<file path="src/verilog/tid_pkg.sv">
// Package with register map, field positions and shared types of the two-wire data block.
package tid_pkg;

  // ----------------------------------------------------------------
  // Register offsets
  // ----------------------------------------------------------------
  // Printed offsets are not all multiples of four, so they are indices.
  localparam logic [7:0] IDX_IRQ_ENABLE_CLEAR = 8'h14;
  localparam logic [7:0] IDX_IRQ_ENABLE_SET = 8'h16;
  localparam logic [7:0] IDX_IRQ_STATUS = 8'h18;
  localparam logic [7:0] IDX_CONTROL_B = 8'h04;
  localparam logic [7:0] IDX_LINK_STATUS = 8'h1a;
  localparam logic [7:0] IDX_BUS_DATA = 8'h28;

  // ----------------------------------------------------------------
  // Field positions and reset values
  // ----------------------------------------------------------------
  localparam int BIT_ERROR = 7;
  localparam int BIT_SLAVE_ON_BUS = 1;
  localparam int BIT_MASTER_ON_BUS = 0;
  localparam logic [7:0] IRQ_FIELD_MASK = 8'h83;
  localparam logic [7:0] RESET_IRQ_ENABLE = 8'h00;
  localparam logic [15:0] RESET_BUS_DATA = 16'h0000;
  localparam int BIT_ACK_ACTION = 18;
  localparam int BIT_SMART_MODE = 8;
  localparam logic [31:0] RESET_CONTROL_B = 32'h0000_0000;
  localparam int BIT_CLOCK_STRETCH = 7;
  localparam int BIT_STOP_SEEN = 6;
  localparam int SYNC_STAGES = 2;

  // ----------------------------------------------------------------
  // Types
  // ----------------------------------------------------------------
  typedef enum logic [1:0] {
    TID_OP_NONE = 2'b00,
    TID_OP_RX_ACK = 2'b01,
    TID_OP_RX_NACK = 2'b11,
    TID_OP_TX = 2'b10
  } tid_op_t;

  typedef struct packed {
    logic valid;
    tid_op_t op;
    logic [7:0] data;
  } tid_cmd_t;

  typedef struct packed {
    logic error;
    logic slave_on_bus;
    logic master_on_bus;
  } tid_events_t;

  function automatic logic [31:0] idx_to_addr(input logic [7:0] idx);
    idx_to_addr = {22'h0, idx, 2'b00};
  endfunction

endpackage

</file>
<file path="src/verilog/tid_data_irq.sv">
// Data register and interrupt enable logic of the two-wire interface with AHB-Lite slave.
// ----------------------------------------------------------------
// Overview of operation
// (RULE1) Eight-bit data field reaches transmit and receive buffers.
// (RULE2) Software accesses data only while clock stretched.
// (RULE3) Last byte readable after stop, clock released.
// (RULE4) Each data access triggers an operation on the bus.
// (RULE5) Smart mode synchronises data accesses; otherwise immediate.
// (RULE6) Enable set register: ones set, zeros ignored.
// (RULE7) Set and clear views share one enable.
// (RULE8) Bit 7 is the error interrupt enable.
// (RULE9) Bit 1 is the slave on bus enable.
// (RULE10) Bit 0 is the master on bus enable.
// (RULE11) Interrupt asserted when flagged event is enabled.
// ----------------------------------------------------------------
`timescale 1ns/1ps
module tid_data_irq
(
  input wire logic hclk,
  input wire logic hresetn,
  input wire logic hsel,
  input wire logic [31:0] haddr,
  input wire logic [1:0] htrans,
  input wire logic hwrite,
  input wire logic [2:0] hsize,
  input wire logic [31:0] hwdata,
  input wire logic hready,
  output logic [31:0] hrdata,
  output logic hreadyout,
  output logic hresp,
  input wire logic clock_stretch_status,
  input wire logic stop_seen,
  input wire logic [7:0] rx_byte,
  input wire logic rx_byte_valid,
  input wire tid_pkg::tid_events_t events,
  output tid_pkg::tid_cmd_t cmd,
  output logic irq
);

  // ----------------------------------------------------------------
  // Synchronised link status
  // ----------------------------------------------------------------
  // Status comes from the bus side logic, so it crosses two flops first.
  logic [1:0] link_sync;

  tid_sync #(.W(2)) u_sync
  (
    .hclk(hclk),
    .hresetn(hresetn),
    .d({clock_stretch_status, stop_seen}),
    .q(link_sync)
  );

  wire stretch_s = link_sync[1];
  wire stop_s = link_sync[0];

  // ----------------------------------------------------------------
  // AHB-Lite address phase capture
  // ----------------------------------------------------------------
  logic wr_pend_r;
  logic rd_pend_r;
  logic [7:0] idx_r;
  logic smart_hold_r;

  wire addr_take = hsel && hready && htrans[1];
  wire [7:0] idx_in = haddr[9:2];

  always_ff @(posedge hclk or negedge hresetn)
  begin
    if (!hresetn)
    begin
      wr_pend_r <= 1'b0;
      rd_pend_r <= 1'b0;
      idx_r <= 8'h00;
    end
    else if (hready)
    begin
      wr_pend_r <= addr_take && hwrite;
      rd_pend_r <= addr_take && !hwrite;
      idx_r <= idx_in;
    end
  end

  // ----------------------------------------------------------------
  // Decoding
  // ----------------------------------------------------------------
  wire hit_set = idx_r == tid_pkg::IDX_IRQ_ENABLE_SET;
  wire hit_clr = idx_r == tid_pkg::IDX_IRQ_ENABLE_CLEAR;
  wire hit_stat = idx_r == tid_pkg::IDX_IRQ_STATUS;
  wire hit_ctrl = idx_r == tid_pkg::IDX_CONTROL_B;
  wire hit_link = idx_r == tid_pkg::IDX_LINK_STATUS;
  wire hit_data = idx_r == tid_pkg::IDX_BUS_DATA;

  logic [31:0] control_b_r;
  wire smart_mode_enable = control_b_r[tid_pkg::BIT_SMART_MODE];
  wire acknowledge_action = control_b_r[tid_pkg::BIT_ACK_ACTION];

  // Smart-mode data writes wait one extra cycle for the synchronised view; smart-mode data reads wait only the one cycle every read waits.
  // Every read waits one cycle as well, so registered read data stands in the data phase.
  wire data_acc = (wr_pend_r || rd_pend_r) && hit_data;
  wire smart_wait = data_acc && smart_mode_enable; // see (RULE5)
  wire stall = (smart_wait || rd_pend_r) && !smart_hold_r;
  wire wr_go = wr_pend_r && !stall;
  wire rd_go = rd_pend_r && !stall;

  assign hreadyout = !stall;
  assign hresp = 1'b0;

  always_ff @(posedge hclk or negedge hresetn)
  begin
    if (!hresetn)
      smart_hold_r <= 1'b0;
    else
      smart_hold_r <= stall;
  end

  // ----------------------------------------------------------------
  // Control and enable registers
  // ----------------------------------------------------------------
  logic [7:0] irq_en_r;
  logic [7:0] irq_en_nxt;
  logic [7:0] irq_stat_r;
  logic [7:0] irq_stat_nxt;
  logic [7:0] ev_vec;

  wire [7:0] wbits = hwdata[7:0] & tid_pkg::IRQ_FIELD_MASK;

  // One enable register serves both the set and the clear view.
  assign irq_en_nxt = (wr_go && hit_set) ? (irq_en_r | wbits) : // see (RULE6) (RULE7)
    (wr_go && hit_clr) ? (irq_en_r & ~wbits) : irq_en_r;

  assign ev_vec = {events.error, 5'h00, events.slave_on_bus, events.master_on_bus};
  // A new event wins over a write-one clear in the same cycle.
  assign irq_stat_nxt = ((wr_go && hit_stat) ? (irq_stat_r & ~wbits) : irq_stat_r) | ev_vec;

  always_ff @(posedge hclk or negedge hresetn)
  begin
    if (!hresetn)
    begin
      irq_en_r <= tid_pkg::RESET_IRQ_ENABLE;
      irq_stat_r <= tid_pkg::RESET_IRQ_ENABLE;
      control_b_r <= tid_pkg::RESET_CONTROL_B;
    end
    else
    begin
      irq_en_r <= irq_en_nxt;
      irq_stat_r <= irq_stat_nxt;
      if (wr_go && hit_ctrl)
        control_b_r <= hwdata;
    end
  end

  // Error, slave-on-bus and master-on-bus gating.
  wire err_on = irq_stat_r[tid_pkg::BIT_ERROR] && irq_en_r[tid_pkg::BIT_ERROR]; // see (RULE8)
  wire sb_on = irq_stat_r[tid_pkg::BIT_SLAVE_ON_BUS] &&
    irq_en_r[tid_pkg::BIT_SLAVE_ON_BUS]; // see (RULE9)
  wire mb_on = irq_stat_r[tid_pkg::BIT_MASTER_ON_BUS] &&
    irq_en_r[tid_pkg::BIT_MASTER_ON_BUS]; // see (RULE10)
  assign irq = err_on || sb_on || mb_on; // see (RULE11)

  // ----------------------------------------------------------------
  // Receive holding byte
  // ----------------------------------------------------------------
  // The byte stays held after a stop, so the last one is still readable.
  logic [7:0] rx_hold_r;

  always_ff @(posedge hclk or negedge hresetn)
  begin
    if (!hresetn)
      rx_hold_r <= tid_pkg::RESET_BUS_DATA[7:0];
    else if (rx_byte_valid)
      rx_hold_r <= rx_byte; // see (RULE1) (RULE3)
  end

  // ----------------------------------------------------------------
  // Bus operation launch
  // ----------------------------------------------------------------
  // Accesses outside a clock stretch are accepted but launch nothing;
  // a read after stop still returns the held byte.
  wire data_ok = stretch_s; // see (RULE2)
  wire launch_wr = wr_go && hit_data && data_ok;
  wire launch_rd = rd_go && hit_data && data_ok && !stop_s;
  tid_pkg::tid_op_t op_sel;

  assign op_sel = launch_wr ? tid_pkg::TID_OP_TX :
    (acknowledge_action ? tid_pkg::TID_OP_RX_NACK : tid_pkg::TID_OP_RX_ACK); // see (RULE4)

  always_ff @(posedge hclk or negedge hresetn)
  begin
    if (!hresetn)
      cmd <= '0;
    else
    begin
      cmd.valid <= launch_wr || launch_rd; // see (RULE4)
      cmd.op <= (launch_wr || launch_rd) ? op_sel : tid_pkg::TID_OP_NONE;
      cmd.data <= launch_wr ? hwdata[7:0] : cmd.data; // see (RULE1)
    end
  end

  // ----------------------------------------------------------------
  // Read data
  // ----------------------------------------------------------------
  logic [31:0] rd_mux;

  always_comb
  begin
    rd_mux = 32'h0000_0000;
    if (hit_set || hit_clr)
      rd_mux = {24'h0, irq_en_r}; // see (RULE7)
    else if (hit_stat)
      rd_mux = {24'h0, irq_stat_r};
    else if (hit_ctrl)
      rd_mux = control_b_r;
    else if (hit_link)
      rd_mux = {24'h0, stretch_s, stop_s, 6'h00};
    else if (hit_data)
      rd_mux = {24'h0, rx_hold_r}; // see (RULE1) (RULE3)
  end

  always_ff @(posedge hclk or negedge hresetn)
  begin
    if (!hresetn)
      hrdata <= 32'h0000_0000;
    else if (addr_take && !hwrite)
      hrdata <= 32'h0000_0000;
    else if (rd_pend_r && stall)
      hrdata <= rd_mux;
  end

endmodule // tid_data_irq

</file>
<file path="src/verilog/tid_sync.sv">
// Two flip-flop synchroniser for a group of level signals.
`timescale 1ns/1ps
module tid_sync
#(
  parameter int W = 1
)
(
  input wire logic hclk,
  input wire logic hresetn,
  input wire logic [W-1:0] d,
  output logic [W-1:0] q
);

  logic [W-1:0] meta_r;

  always_ff @(posedge hclk or negedge hresetn)
  begin
    if (!hresetn)
    begin
      meta_r <= '0;
      q <= '0;
    end
    else
    begin
      meta_r <= d;
      q <= meta_r;
    end
  end

endmodule // tid_sync
</file>
<file path="config.mk">
export PLATFORM = sky130hd
export DESIGN_NAME = tid_data_irq
export DESIGN_NICKNAME = d
export VERILOG_FILES = /design/src/verilog/tid_pkg.sv /design/src/verilog/tid_data_irq.sv /design/src/verilog/tid_sync.sv
export SDC_FILE = /design/constraint.sdc
export NUM_CORES = 1
export LEC_CHECK = 0
export BUFFER_PORTS_ARGS = -buffer_cell sky130_fd_sc_hd__buf_2
export CAP_MARGIN = 40
export CORE_UTILIZATION = 45
export CTS_BUF_LIST = sky130_fd_sc_hd__clkbuf_8
export DETAILED_ROUTE_END_ITERATION = 12
export PLACE_DENSITY = 0.77
export SYNTH_ARGS = -nofsm -noshare
export SYNTH_HDL_FRONTEND = slang
export SYNTH_SLANG_ARGS = --single-unit
</file>
<file path="constraint.sdc">
create_clock -name hclk -period 2.5 [get_ports hclk]
set_input_delay 0.125 -clock hclk [delete_from_list [all_inputs] [get_ports hclk]]
set_output_delay 0.125 -clock hclk [all_outputs]
set_load 0.1 [all_outputs]
</file>
==> results.md <==
- Status: complete, no violations
- DRC errors left: 0
- Yosys cell types: 45
- Syn Nets: 388
- Worst vdd ir: 0.000396 V
- Multi-input gate area: 0.00155 mm²
- Num CTS Buffers: 9
- Hold Crit Depth: 2
- Slew margin rel.: 52.9%
- CTS tree: done
- Global-route wire length before repair: 15.7 mm
- Routability cong.: 0.915
- Initial core utilization: 46.5%
- DRT Pass-1 Iters: 6
- Most common cell in the netlist: dfrtp_1
- Die height: 99.7 µm
- Fin nets: 541
- GRT Total Usage: 20.3%
- Pwr Density: 569 mW/mm²
- CP Class: reg2out
- Drt wl/cell: 15.9 µm
- Vias per inst: 5.18
- Routed vias: 3035
- Clock Latency Late Sink: 0.35 ns
- Share of layout cells above drive strength 1: 39.4%
- Maximum clock path buffer count: 2
- CP required: 2.38 ns
- Io pins: 134
- Final HPWL DP: 6.44 mm
- I/O Buffers: 104
- Period utilization: 94.1%
- Ys async rst share: 100%
- Top cells by count, synth: dfrtp_1, mux2_2, a22o_1
- Die X: 99.7 µm
- Cells after synthesis: 300
- # setup viols final: 0
- Largest net degree at the start of global routing: 54
- Pwr Total: 3.18 mW
- Synth area leaders: dfrtp_1, mux2_2, a22o_1, mux2_1, buf_6
- Post-Syn Area per Cell: 14.3 µm²
- CP Capture Type: output port
- FILL cells: 731
- Worst slew pin tran: 0.702 ns
- Yosys top cell by area: dfrtp_1
- Sequential fraction of the synthesis area: 60.6%
- Worst R2R Path Depth: 4
- Setup TNS: 0 ns
- Max FO, Critical Path: 9
- Area of the die: 0.00995 mm²
- Ys flop type: dfrtp_1
- Antenna violations before repair: 0
- Startpoint Class: flip-flop
- Synth Cell Area: 0.00430 mm²
- Starting DRC count in detailed routing: 134
- Root buf cell: clkbuf_8
- Core area: 0.00924 mm²
- Final min period: 2.35 ns
- Share of the synthesized area in the top cell type: 60.6%
- Yosys warns: 0
- Num rows: 35
- CTS Sinks: 104
- Max-cap violations: 0
- Overflow after GRT: 0
- Final wirelength: 9.31 mm
- Synthesized flop and latch total: 104
- Final Slew Violations: 0
- H-tree depth: 3
- Ant. Diodes: 0
- RSZ-0062 raised after global routing: false
- Remaining antenna violation count: 0
- Vias in the first global route: 3139
- Max Fclk: 0.425 GHz
- Area grow syn2layout: 30.2%
- Clock skew: 0.0118 ns
- Clk pin slew, worst setup/hold paths: 0.09 ns
- Leak pwr: 2.62 nW
- CP Data Arrival Time: 2.23 ns
- HP Class: in2reg
- Final hold viol count: 0
- EDFF count, synth: 0
- FF+latch area: 0.00260 mm²
[final cells by class]
type	instances	share of cell area [%]
clock buffers	11	2.71
clock inverters	4	0.514
inverters	4	0.268
multi-input cells	175	27.8
flip-flops and latches	104	46.5
well taps	129	2.88
repair buffers	159	19.4
[sequential cells by signal (all words and copies together), names as in the netlist, named ones only]
| name | cells |
|---|---|
| control_b_r | 32 |
| hrdata | 32 |
| cmd | 11 |
| idx_r | 8 |
| rx_hold_r | 8 |
| irq_stat_r | 3 |
| u_sync.meta_r | 2 |
| u_sync.q | 2 |
| rd_pend_r | 1 |
| smart_hold_r | 1 |
| wr_pend_r | 1 |
[report_power, final]
group / internal (mW) / total [mW] / switching (mW)
sequential: 1.75 / 1.82 / 0.0704
clock: 0.414 / 0.953 / 0.539
combinational: 0.174 / 0.406 / 0.232
total: 2.34 / 3.18 / 0.841
[routing by layer]
metal  part of all wire [%]  track usage [%]
met4                   0.91             5.66
met2                     51             34.3
met3                    3.5             3.51
met1                     45             27.0
met5                      0                0
[critical path, cell delays in order, from the launching register on]
cell and delay [ns]:
dfrtp_1 0.58, and4bb_2 0.35, and2_1 0.25, a31oi_1 0.13, or2_2 0.28, clkbuf_4 0.28
[layout by cell type (no fill, tap or decap), types with 2 or more instances in the layout]
cell           Yosys  routed
nor2_1             9       9
mux2_1            14      14
nor4b_4            2       2
o32a_1             2       2
a32oi_1            2       2
inv_1              4       5
nand2_1            6       6
buf_2              1     102
buf_4              3       6
nor3b_1            3       3
dlygate4sd3_1      0      48
buf_12             0       2
clkbuf_8           0      11
o21ai_0            2       2
mux2_2            45      45
a21oi_1            6       6
dfrtp_1          104     104
a311oi_1           2       2
nor2b_1            6       5
o31ai_1            2       2
nand4_1            3       3
a21o_1             3       3
and2_1             2       3
a22o_1            33      33
nand3_1           12      12
[kinds of logic after synthesis]
family | after synthesis | synth area share, %
other | 1 | 0.0873
muxes | 59 | 15.5
and+or+nand+nor | 54 | 8.56
buffers and inverters | 21 | 3.35
DFF | 104 | 60.6
AOI/OAI and AO/OA | 61 | 12.0
[metrics by stage]
step	worst slack (ns)	hold slack [ns]	instances	instance area [µm²]	utilization (%)
finish	0.148	0.0159	586	5600	60.6
global route	0.0234	0.0111	586	5600	60.6
CTS	0.0365	0.000225	586	5590	60.5
detailed placement	0.438	0.199	523	4930	53.4
global placement	0.465	0.184	523	4930	53.4
floorplan	0.653	-0.171	300	4300	-
[what timing repair did]
action | 4_1_cts | 5_1_grt
hold buffers | 48 | 0
setup buffers | 0 | 0
hold endpoints to repair | 99 | 0
resized for setup | 0 | 2
setup endpoints to repair | 0 | 1
[path summary, 6_finish.rpt]
kind / to / from / slack (ns)
setup / recovery: hreadyout / idx_r[5]$_DFFE_PN0P_ / 0.15
hold / removal: idx_r[0]$_DFFE_PN0P_ / haddr[2] / 0.02
setup reg to reg: flip-flop / idx_r[5]$_DFFE_PN0P_ / 0.42
hold reg to reg: u_sync.q[1]$_DFF_PN0_ / u_sync.meta_r[1]$_DFF_PN0_ / 0.36
max in group asynchronous: cmd[9]$_DFF_PN0_ / hresetn / 1.44
min in group asynchronous: control_b_r[14]$_DFFE_PN0P_ / hresetn / 0.36
Power figures use the tool's default switching activity.
